### src/usbd_pkg.sv
// Purpose: Shared constants for the device control and status block.
// Assumes: 32-bit APB data, byte addresses on paddr.
// Notes: Field positions count from bit 0 as the least significant bit.
package usbd_pkg;
  // Register byte offsets.
  localparam logic [11:0] EPRDY_OFF = 12'h114;
  localparam logic [11:0] TSEL_OFF = 12'h118;
  localparam logic [11:0] ERRC_OFF = 12'h11C;
  localparam logic [11:0] PHYA_OFF = 12'h120;
  localparam logic [11:0] ECTL_OFF = 12'h124;
  localparam logic [11:0] DSR_OFF = 12'h200;
  localparam logic [11:0] DCTL_OFF = 12'h204;
  // Field positions.
  localparam int BUF1_LSB = 16;
  localparam int BUF0_LSB = 24;
  localparam int TM_LSB = 29;
  localparam int PA_DAT_LSB = 16;
  localparam int PA_WSEL = 25;
  localparam int PA_IDX_LSB = 26;
  localparam int DC_DIR = 0;
  localparam int DC_SRC = 1;
  localparam int EC_EN = 0;
  // Widths, reset values and keys.
  localparam int ERR_CNT_W = 8;
  localparam logic [31:0] REG_RST = 32'h00000000;
  localparam logic [31:0] EPRDY_MASK = 32'hFF7F0000;
  localparam logic [31:0] DSR_KEY = 32'h0000000A;
  // Compliance test selections.
  localparam logic [2:0] TM_NORM = 3'h0;
  localparam logic [2:0] TM_J = 3'h1;
  localparam logic [2:0] TM_K = 3'h2;
  localparam logic [2:0] TM_NAK = 3'h3;
  localparam logic [2:0] TM_PKT = 3'h4;
  // Link command prefixes for register write and read.
  localparam logic [1:0] TXC_WR = 2'h2;
  localparam logic [1:0] TXC_RD = 2'h3;
  // Link register access sequencer.
  typedef enum logic [2:0] {
    PH_IDLE = 3'b000,
    PH_CMD = 3'b001,
    PH_WDAT = 3'b010,
    PH_STP = 3'b011,
    PH_TURN = 3'b100,
    PH_RDAT = 3'b101,
    PH_DONE = 3'b110
  } usbd_ph_e;
endpackage

### src/usbd_cnt_if.sv
// Purpose: Event and clear lines to one error counter, count back.
// Assumes: Same clock on both sides.
// Notes: None.
`timescale 1ns/10ps
interface usbd_cnt_if;
  import usbd_pkg::*;
  logic inc;
  logic clr;
  logic [ERR_CNT_W-1:0] cnt;
  modport cnt_side (input inc, input clr, output cnt);
  modport ctl_side (output inc, output clr, input cnt);
endinterface

### src/usbd_ctl.sv
// Purpose: Buffer-ready, test mode, error count, PHY access and DMA control registers.
// Assumes: APB slave on pclk; link pins sampled through two flops.
// Notes: Answers every transfer with no wait state.
// Notes on behaviour
// - Buffer-0 ready bits, ep7 bit24..ep0 bit31.
// - Unready buffer answers tokens with NAK.
// - Test field bits 29-31 selects operation.
// - J or K chirp held until reset.
// - NAK mode: NAK good-crc IN tokens only.
// - Packet mode repeats test packet until reset.
// - Three read-only 8-bit error counters.
// - Bus reset or read clears counters.
// - Stuff error counts and flags.
// - Bad PID check counts and flags.
// - CRC mismatch counts and flags.
// - Counters wrap past 255.
// - Without error logic counters read zero.
// - PHY read: busy, fetch byte, done flag.
// - PHY write: busy until written, done flag.
// - Access register field layout.
// - Access only while link is idle.
// - Writes while busy are ignored.
// - Access needs engine enable set.
// - Soft reset key; other values error.
// - DMA control bit 0 is direction.
// - Bit 1 lets DMA copy ready bits.
// - Bits 16-22 are buffer-1 ready requests.
//
// The implementer's own choice: register access over APB.
`timescale 1ns/10ps
module usbd_ctl import usbd_pkg::*; #(
  parameter int ERROR_LOGIC_PRESENT = 1
) (
  // Clock and reset.
  input wire logic pclk,
  input wire logic presetn,
  // APB slave.
  input wire logic [11:0] paddr,
  input wire logic psel,
  input wire logic penable,
  input wire logic pwrite,
  input wire logic [31:0] pwdata,
  output logic [31:0] prdata,
  output logic pready,
  output logic pslverr,
  // Events from the serial engine.
  input wire logic link_busy,
  input wire logic usb_reset_det,
  input wire logic stuff_err_evt,
  input wire logic pid_evt,
  input wire logic [7:0] pid_byte,
  input wire logic crc_evt,
  input wire logic crc_good,
  input wire logic tok_evt,
  input wire logic tok_in,
  input wire logic tok_crc_ok,
  input wire logic [2:0] tok_ep,
  input wire logic dma_done,
  // Controls and flags to the engine and DMA.
  output logic [15:0] buf_ready,
  output logic chirp_j,
  output logic chirp_k,
  output logic test_packet,
  output logic send_nak,
  output logic stuffing_error_flag,
  output logic packet_id_error_flag,
  output logic checksum_error_flag,
  output logic phy_access_done_flag,
  output logic dma_dir,
  output logic dma_reset,
  // Link pins.
  input wire logic ulpi_clk,
  input wire logic ulpi_dir,
  input wire logic ulpi_nxt,
  input wire logic [7:0] ulpi_data_in,
  output logic [7:0] ulpi_data_out,
  output logic ulpi_data_oe,
  output logic ulpi_stp
);
  if (ERROR_LOGIC_PRESENT < 0 || ERROR_LOGIC_PRESENT > 1) begin : g_chk
    $error("ERROR_LOGIC_PRESENT must be 0 or 1");
  end

  // Register state.
  logic [31:0] brr_q;
  logic [2:0] tm_q;
  logic busy_q;
  logic [7:0] dat_q;
  logic wsel_q;
  logic [5:0] idx_q;
  logic eng_en_q;
  logic dir_q;
  logic src_q;
  logic [6:0] d1rdy_q;
  // Bus answer and output state.
  logic [31:0] prdata_q;
  logic pready_q;
  logic pslverr_q;
  logic j_q;
  logic k_q;
  logic pkt_q;
  logic nak_q;
  logic [2:0] flag_q;
  logic done_q;
  logic dmarst_q;
  // Link sequencer state.
  usbd_ph_e ph_q;
  logic [7:0] dout_q;
  logic oe_q;
  logic stp_q;
  logic [7:0] rdat_q;
  logic ck_d_q;

  // Bus phase decode.
  wire setup_w = psel & ~penable;
  wire acc_w = psel & penable & pready_q;
  wire wr_w = acc_w & pwrite;
  wire rd_setup_w = setup_w & ~pwrite;

  // Address decode.
  wire hit_brr_w = paddr == EPRDY_OFF;
  wire hit_tm_w = paddr == TSEL_OFF;
  wire hit_ec_w = paddr == ERRC_OFF;
  wire hit_pa_w = paddr == PHYA_OFF;
  wire hit_en_w = paddr == ECTL_OFF;
  wire hit_dsr_w = paddr == DSR_OFF;
  wire hit_dc_w = paddr == DCTL_OFF;
  wire mapped_w = hit_brr_w | hit_tm_w | hit_ec_w | hit_pa_w | hit_en_w | hit_dsr_w | hit_dc_w;
  // A soft reset write must carry the key word.
  wire key_ok_w = pwdata == DSR_KEY;
  wire err_w = ~mapped_w | (hit_dsr_w & pwrite & ~key_ok_w);

  // Counter plumbing.
  usbd_cnt_if cif[3] ();
  wire pid_bad_w = pid_evt & (pid_byte[7:4] != ~pid_byte[3:0]);
  wire crc_bad_w = crc_evt & ~crc_good;
  wire [2:0] inc_w = {crc_bad_w, pid_bad_w, stuff_err_evt};
  wire ec_clr_w = usb_reset_det | (rd_setup_w & hit_ec_w);

  // One counter per error kind, or none without error logic.
  for (genvar i = 0; i < 3; i++) begin : g_cnt
    assign cif[i].inc = inc_w[i];
    assign cif[i].clr = ec_clr_w;
    if (ERROR_LOGIC_PRESENT == 1) begin : g_on
      usbd_errcnt u_cnt (
        .clk(pclk),
        .rst_n(presetn),
        .c(cif[i].cnt_side)
      );
    end else begin : g_off
      assign cif[i].cnt = '0;
    end
  end

  // Read views of each register.
  wire [31:0] ec_w = {8'h00, cif[2].cnt, cif[1].cnt, cif[0].cnt};
  wire [31:0] tm_w = {tm_q, 29'h0};
  wire [31:0] pa_w = {idx_q, wsel_q, 1'b0, dat_q, 15'h0, busy_q};
  wire [31:0] en_w = {31'h0, eng_en_q};
  wire [31:0] dc_w = {9'h0, d1rdy_q, 14'h0, src_q, dir_q};
  wire [31:0] rdata_w = hit_brr_w ? brr_q :
                        hit_tm_w ? tm_w :
                        hit_ec_w ? ec_w :
                        hit_pa_w ? pa_w :
                        hit_en_w ? en_w :
                        hit_dc_w ? dc_w : REG_RST;

  // Test selection decode; only values 1 to 4 count as active.
  wire tm_act_w = (tm_q != TM_NORM) && (tm_q <= TM_PKT);
  wire tm_wr_w = wr_w & hit_tm_w & ~tm_act_w;

  // Buffer-0 ready bit of the addressed endpoint; ep0 sits highest.
  wire [7:0] b0_w = brr_q[BUF0_LSB +: 8];
  wire ep_rdy_w = b0_w[3'd7 - tok_ep];
  wire nak_d = tok_evt & tok_crc_ok &
               ((tm_q == TM_NAK) ? tok_in : (~tm_act_w & ~ep_rdy_w));

  // Hardware copy of buffer-1 requests after a good DMA transfer.
  wire [31:0] hw_set_w = (dma_done & src_q) ? {9'h0, d1rdy_q, 16'h0} : REG_RST;
  wire [31:0] brr_d = ((wr_w & hit_brr_w) ? (pwdata & EPRDY_MASK) : brr_q) | hw_set_w;

  // Access register writes are taken only while idle.
  wire pa_wr_w = wr_w & hit_pa_w & ~busy_q;

  // Bus answer: data and error are ready for the access phase.
  always_ff @(posedge pclk or negedge presetn) begin
    if (!presetn) begin
      pready_q <= 1'b0;
      prdata_q <= REG_RST;
      pslverr_q <= 1'b0;
    end else begin
      pready_q <= setup_w;
      prdata_q <= rd_setup_w ? rdata_w : REG_RST;
      pslverr_q <= setup_w & err_w;
    end
  end

  // Buffer-ready and test selection registers.
  always_ff @(posedge pclk or negedge presetn) begin
    if (!presetn) begin
      brr_q <= REG_RST;
      tm_q <= TM_NORM;
    end else begin
      brr_q <= brr_d;
      if (tm_wr_w) begin
        tm_q <= pwdata[TM_LSB +: 3];
      end
    end
  end

  // Engine enable and DMA control registers.
  always_ff @(posedge pclk or negedge presetn) begin
    if (!presetn) begin
      eng_en_q <= 1'b0;
      dir_q <= 1'b0;
      src_q <= 1'b0;
      d1rdy_q <= '0;
    end else begin
      if (wr_w & hit_en_w) begin
        eng_en_q <= pwdata[EC_EN];
      end
      if (wr_w & hit_dc_w) begin
        dir_q <= pwdata[DC_DIR];
        src_q <= pwdata[DC_SRC];
        d1rdy_q <= pwdata[BUF1_LSB +: 7];
      end
    end
  end

  // Access register; completion clears busy and returns read data.
  always_ff @(posedge pclk or negedge presetn) begin
    if (!presetn) begin
      busy_q <= 1'b0;
      dat_q <= '0;
      wsel_q <= 1'b0;
      idx_q <= '0;
    end else if (pa_wr_w) begin
      busy_q <= 1'b1;
      dat_q <= pwdata[PA_DAT_LSB +: 8];
      wsel_q <= pwdata[PA_WSEL];
      idx_q <= pwdata[PA_IDX_LSB +: 6];
    end else if (done_q) begin
      busy_q <= 1'b0;
      if (!wsel_q) begin
        dat_q <= rdat_q;
      end
    end
  end

  // Engine-facing outputs and event flags, one cycle behind their cause.
  always_ff @(posedge pclk or negedge presetn) begin
    if (!presetn) begin
      j_q <= 1'b0;
      k_q <= 1'b0;
      pkt_q <= 1'b0;
      nak_q <= 1'b0;
      flag_q <= '0;
      dmarst_q <= 1'b0;
    end else begin
      j_q <= tm_q == TM_J;
      k_q <= tm_q == TM_K;
      pkt_q <= tm_q == TM_PKT;
      nak_q <= nak_d;
      flag_q <= (ERROR_LOGIC_PRESENT == 1) ? inc_w : 3'h0;
      dmarst_q <= wr_w & hit_dsr_w & key_ok_w;
    end
  end

  // Link pins pass two flops before use.
  logic [10:0] ls_q;
  usbd_sync #(.W(11)) u_sync (
    .clk(pclk),
    .rst_n(presetn),
    .d({ulpi_clk, ulpi_dir, ulpi_nxt, ulpi_data_in}),
    .s_q(ls_q)
  );
  wire lck_s = ls_q[10];
  wire dir_s = ls_q[9];
  wire nxt_s = ls_q[8];
  wire [7:0] din_s = ls_q[7:0];
  wire rise_w = lck_s & ~ck_d_q;
  // Start only when enabled and nothing else uses the link.
  wire go_w = busy_q & eng_en_q & ~dir_s & ~link_busy;

  // Link register access sequencer, stepped on link clock rises.
  // A turnaround from the PHY during the command aborts and retries later.
  always_ff @(posedge pclk or negedge presetn) begin
    if (!presetn) begin
      ph_q <= PH_IDLE;
      dout_q <= '0;
      oe_q <= 1'b0;
      stp_q <= 1'b0;
      rdat_q <= '0;
      done_q <= 1'b0;
      ck_d_q <= 1'b0;
    end else begin
      ck_d_q <= lck_s;
      done_q <= 1'b0;
      if (rise_w) begin
        unique case (ph_q)
          PH_IDLE: if (go_w) begin
            dout_q <= {wsel_q ? TXC_WR : TXC_RD, idx_q};
            oe_q <= 1'b1;
            ph_q <= PH_CMD;
          end
          PH_CMD: if (dir_s) begin
            oe_q <= 1'b0;
            ph_q <= PH_IDLE;
          end else if (nxt_s && wsel_q) begin
            dout_q <= dat_q;
            ph_q <= PH_WDAT;
          end else if (nxt_s) begin
            oe_q <= 1'b0;
            ph_q <= PH_TURN;
          end
          PH_WDAT: if (nxt_s) begin
            stp_q <= 1'b1;
            dout_q <= '0;
            ph_q <= PH_STP;
          end
          PH_STP: begin
            stp_q <= 1'b0;
            oe_q <= 1'b0;
            ph_q <= PH_DONE;
          end
          PH_TURN: if (dir_s) begin
            ph_q <= PH_RDAT;
          end
          PH_RDAT: begin
            rdat_q <= din_s;
            ph_q <= PH_DONE;
          end
          PH_DONE: begin
            done_q <= 1'b1;
            ph_q <= PH_IDLE;
          end
          default: ph_q <= PH_IDLE;
        endcase
      end
    end
  end

  // Ports come straight from flops.
  assign prdata = prdata_q;
  assign pready = pready_q;
  assign pslverr = pslverr_q;
  assign buf_ready = brr_q[31:16];
  assign chirp_j = j_q;
  assign chirp_k = k_q;
  assign test_packet = pkt_q;
  assign send_nak = nak_q;
  assign stuffing_error_flag = flag_q[0];
  assign packet_id_error_flag = flag_q[1];
  assign checksum_error_flag = flag_q[2];
  assign phy_access_done_flag = done_q;
  assign dma_dir = dir_q;
  assign dma_reset = dmarst_q;
  assign ulpi_data_out = dout_q;
  assign ulpi_data_oe = oe_q;
  assign ulpi_stp = stp_q;

  tm_lock_a: assert property (@(posedge pclk) disable iff (!presetn)
    tm_act_w |=> tm_q == $past(tm_q)) else $error("test mode left without reset");
  nak_test_a: assert property (@(posedge pclk) disable iff (!presetn)
    tok_evt && tok_in && tok_crc_ok && tm_q == TM_NAK |=> send_nak) else $error("missing test NAK");
  nak_crc_a: assert property (@(posedge pclk) disable iff (!presetn)
    tok_evt && !tok_crc_ok |=> !send_nak) else $error("NAK on bad crc5");
  nak_unready_a: assert property (@(posedge pclk) disable iff (!presetn)
    tok_evt && tok_crc_ok && tm_q == TM_NORM && !ep_rdy_w |=> send_nak) else $error("missing NAK");
  busy_write_a: assert property (@(posedge pclk) disable iff (!presetn)
    wr_w && hit_pa_w && busy_q |=> $stable(idx_q) && $stable(wsel_q)) else $error("write taken while busy");
  phy_idle_a: assert property (@(posedge pclk) disable iff (!presetn)
    ph_q == PH_IDLE && (dir_s || link_busy || !eng_en_q) |=> ph_q == PH_IDLE) else $error("access on busy link");
  key_err_a: assert property (@(posedge pclk) disable iff (!presetn)
    setup_w && pwrite && hit_dsr_w && !key_ok_w |=> pslverr && !dma_reset ##1 !dma_reset)
    else $error("bad key not refused");
  dma_copy_a: assert property (@(posedge pclk) disable iff (!presetn)
    dma_done && src_q |=> (brr_q[22:16] & $past(d1rdy_q)) == $past(d1rdy_q)) else $error("ready copy lost");
  pid_flag_a: assert property (@(posedge pclk) disable iff (!presetn)
    pid_bad_w && ERROR_LOGIC_PRESENT == 1 |=> packet_id_error_flag) else $error("PID error not flagged");
  done_busy_a: assert property (@(posedge pclk) disable iff (!presetn)
    done_q |=> !busy_q && phy_access_done_flag == 1'b0) else $error("busy not cleared");
endmodule

### src/usbd_sync.sv
// Purpose: Two-flop synchroniser for levels from outside the clock domain.
// Assumes: Inputs are levels or slow relative to clk.
// Notes: The first stage feeds only the second.
`timescale 1ns/10ps
module usbd_sync #(
  parameter int W = 1
) (
  // Clock and reset.
  input wire logic clk,
  input wire logic rst_n,
  // Levels in and out.
  input wire logic [W-1:0] d,
  output logic [W-1:0] s_q
);
  logic [W-1:0] m_q;

  // Two stages to settle metastability.
  always_ff @(posedge clk or negedge rst_n) begin
    if (!rst_n) begin
      m_q <= '0;
      s_q <= '0;
    end else begin
      m_q <= d;
      s_q <= m_q;
    end
  end
endmodule

### src/usbd_errcnt.sv
// Purpose: One wrapping error counter with clear.
// Assumes: inc and clr come from logic on the same clock.
// Notes: An event in the clearing cycle is kept as a count of one.
`timescale 1ns/10ps
module usbd_errcnt import usbd_pkg::*; (
  // Clock and reset.
  input wire logic clk,
  input wire logic rst_n,
  // Counter lines.
  usbd_cnt_if.cnt_side c
);
  logic [ERR_CNT_W-1:0] cnt_q;

  // Clear has priority over counting but never loses the event.
  always_ff @(posedge clk or negedge rst_n) begin
    if (!rst_n) begin
      cnt_q <= '0;
    end else if (c.clr) begin
      cnt_q <= {{(ERR_CNT_W-1){1'b0}}, c.inc};
    end else if (c.inc) begin
      cnt_q <= cnt_q + ERR_CNT_W'(1);
    end
  end

  assign c.cnt = cnt_q;

  wrap_cnt_a: assert property (@(posedge clk) disable iff (!rst_n)
    c.inc && !c.clr && (&cnt_q) |=> cnt_q == '0) else $error("counter did not wrap");
  clear_cnt_a: assert property (@(posedge clk) disable iff (!rst_n)
    c.clr |=> cnt_q == {{(ERR_CNT_W-1){1'b0}}, $past(c.inc)}) else $error("counter not cleared");
endmodule

### config.mk
export PLATFORM = sky130hd
export DESIGN_NAME = usbd_ctl
export DESIGN_NICKNAME = d
export VERILOG_FILES = /design/src/usbd_pkg.sv /design/src/usbd_cnt_if.sv /design/src/usbd_ctl.sv /design/src/usbd_sync.sv /design/src/usbd_errcnt.sv
export SDC_FILE = /design/constraint.sdc
export NUM_CORES = 1
export LEC_CHECK = 0
export BUFFER_PORTS_ARGS = -buffer_cell sky130_fd_sc_hd__buf_2
export CAP_MARGIN = 15
export CORE_ASPECT_RATIO = 0.75
export CORE_MARGIN = 8
export CORE_UTILIZATION = 54
export CTS_CLUSTER_SIZE = 12
export DETAILED_ROUTE_END_ITERATION = 6
export GPL_TIMING_DRIVEN = 0
export PLACE_DENSITY = 0.89
export SLEW_MARGIN = 15
export SYNTH_ARGS = -nofsm -noshare
export SYNTH_HDL_FRONTEND = slang
export SYNTH_HIERARCHICAL = 1
export SYNTH_SLANG_ARGS = --single-unit
### constraint.sdc
create_clock -name pclk -period 2.6 [get_ports pclk]
set_clock_uncertainty 0.15 [all_clocks]
set_input_delay 0.39 -clock pclk [delete_from_list [all_inputs] [get_ports pclk]]
set_output_delay 0.39 -clock pclk [all_outputs]
set_load 0.02 [all_outputs]
==> impl_metrics.ini <==
[route]
vias_per_cell = 6.19
drt_iter0_markers = 648
ant_nets = 0
vias = 5656
wl_per_cell_um = 22.1
drc = 0
totalWireLength_um = 20200
dr.pass1.iters = 5

[placement]
placedCellCount = 867
port_buffers = 148
dpl_worst_slack_ns = -0.535
dpl.hpwl_um = 13900
gp_congestion = 0.968

[logic_synthesis]
synth_common_cells = dfrtp_1, mux2_2, nor2_1, a21oi_1, nand2_1
yosysMostFrequentCell = dfrtp_1
synth_area_leaders = dfrtp_1, mux2_2, a21oi_1
synth_edf_count = 0
synthFlopType = dfrtp_1
async_flop_share_pct = 100
ys.warnings.count = 6
syn_nets = 637
synth_cell_types = 65
synth_area_um2 = 6780
ys_ff_latch = 155
synth_top_area_share_pct = 57.2
yosys.area.top_type = dfrtp_1
syn_inst = 552
syn_avg_cell_area_um2 = 12.3
ys_seq_area_share_pct = 57.2

[clock_network]
cts-buffers-inserted = 17
htreeDepth = 4
cts_buffer_depth = 2
cts_tree = built
clk_pin_slew_worst_paths_ns = 0.06
clock-root-buffer = clkbuf_16
clk_latency_ns = 0.43
clkSinkCount = 155

[timing]
worst_pin_slew_ns = 1.02
hold_viol = 0
setup_violations = 9
slew_viol_final = 0
slew-limit-headroom_pct = 30.8
period_share_pct = 104
layout_setup_ws_ns = -0.114
fmax_mhz = 368
fin_crit_ns = 2.71

[power]
seq_power_share_pct = 44.7
power.leakage_nw = 4.14
p_per_area_nw_per_um2 = 735
combPwrFrac_pct = 14.2
p_sw_mw = 1.76
power.share.clock_pct = 41.1
peakVddDrop_mv = 0.517
swShare_pct = 27.9
internal_power_mw = 4.54

[global_route]
grt_pass1_vias = 5937
antenna_found_initial = 1
grt_first_pass_wirelength_um = 31800
overflow = 0
grt_max_degree = 89
track_usage_pct = 24.7

[critical_path]
cp_slowest_cell = nor4b_1
path_class = in -> reg
crit_chain = buf_2 > nor4b_1 > and3_1 > nor3b_4 > buf_4 > mux2_1
cp_data_arrival_time_ns = 2.86
cp-start-kind = input port
slowest_delay_ns = 0.85
crit_family = simple AND/OR/NAND/NOR gates
critical_path.max_fanout = 10
cp_data_required_time_ns = 2.75
cp-end-kind = flop
critPathBufInv = 2

[cells_and_area]
instances_no_fill = 913
syn2layout_area_growth_pct = 26.4
drive_gt1_share_pct = 35.3
nets = 818

[floorplan]
rows = 35
start_util_pct = 55.3
chipWidth_um = 145
die_y_um = 113
core_area_um2 = 12300
dieArea_um2 = 16400
ios = 151

[hold_path]
hold_path.class = in -> reg

[outcome]
failed_checks = setup timing
status = finished with violations

[job]
maxCapViolCount = 0
state kept, by name, indices dropped and copies added (netlist names), 3 cells and up:
register,cells
idx_q,6
d1rdy_q,7
u_sync/m_q,11
u_sync/s_q,11
g_cnt.g_on.u_cnt/c.cnt,24
ulpi_data_out,8
rdat_q,8
flag_q,3
tm_q,3
ph_q,3
prdata,32
dat_q,8
brr_q,15
power by group through the flow:
stage | clock, mW | sequential [mW] | combinational, mW
floorplan | 0 | 2.81 | 0.496
global placement | 0 | 2.83 | 0.774
detailed placement | 0 | 2.84 | 0.841
CTS | 2.60 | 2.80 | 0.875
global route | 2.70 | 2.83 | 0.974
finish | 2.59 | 2.82 | 0.896
tightest hold or removal path: cells and delay by family:
family	cells	cell delay (ns)
compound gates	1	0.04
buf+inv	1	0.10
simple gates	1	0.06
stage by stage:
step	hold WS [ns]	utilization, %	cell area, um^2	TNS, ns	power [mW]
floorplan	-0.0556	-	6790	0	3.31
global route	0.0410	69.9	8570	-2.12	6.51
detailed placement	0.186	63.4	7780	-18.24	3.68
global placement	0.182	63.1	7740	-178.85	3.60
finish	0.0453	69.9	8570	-0.860	6.30
CTS	0.0457	69.6	8530	0	6.28
logic make-up after synthesis:
group | count (synthesis) | share of synthesized area [%]
multiplexers | 66 | 11.2
AO/OA/AOI/OAI | 103 | 11.1
XOR/XNOR | 17 | 2.20
flip-flops | 155 | 57.2
buffers and inverters | 31 | 2.33
other | 1 | 0.0553
adder cells (fa/ha/maj) | 4 | 0.738
AND/OR/NAND/NOR | 175 | 15.2
area by class of cell:
cell class / instances / area (um^2)
sequential: 155 / 3880
multi-input combinational: 366 / 2790
tap: 166 / 208
fill: 842 / 3700
clock buffer: 17 / 425
buffer: 25 / 136
clock inverter: 15 / 186
antenna: 1 / 2.50
inverter: 5 / 18.8
timing repair buffer: 163 / 918
what timing repair did:
action                                 in CTS  in global routing
resized for setup                           2                  5
endpoints found under the hold margin      80                  0
buffers inserted                            0                  0
setup endpoints to repair                  27                 16
hold buffers                               14                  0
final timing paths:
kind,slack [ns],to,depth (start not counted),start
max in group asynchronous,1.14,prdata[19],3,presetn
worst min register to register,0.20,u_sync/s_q[9],0,u_sync/m_q[9]
worst max register to register,0.17,dat_q[6],4,pready
worst min-delay path,0.05,send_nak,3,tok_crc_ok
min in group asynchronous,0.36,prdata[12],2,presetn
worst max-delay path,-0.11,dat_q[6],6,paddr[5]
placed cells by master (no fill, tap or decap), drive strengths merged, types with 11 or more instances in the layout:
master,instances
a21oi,26
and3,16
buf,161
clkbuf,30
dfrtp,155
dlygate4sd3,14
inv,11
mux2,60
nand2,24
nand3,17
nand4,11
nor2,29
o21ai,24
or3,11
routing by layer:
layer / track usage, % / up-vias / routed length (um)
met1: 30.1 / 2772 / 7740
met2: 39.1 / 380 / 9590
met5: 0 / - / 0
met3: 7.70 / 88 / 2090
met4: 12.6 / 0 / 789
li1: - / 2416 / -
Power figures use the tool's default switching activity.
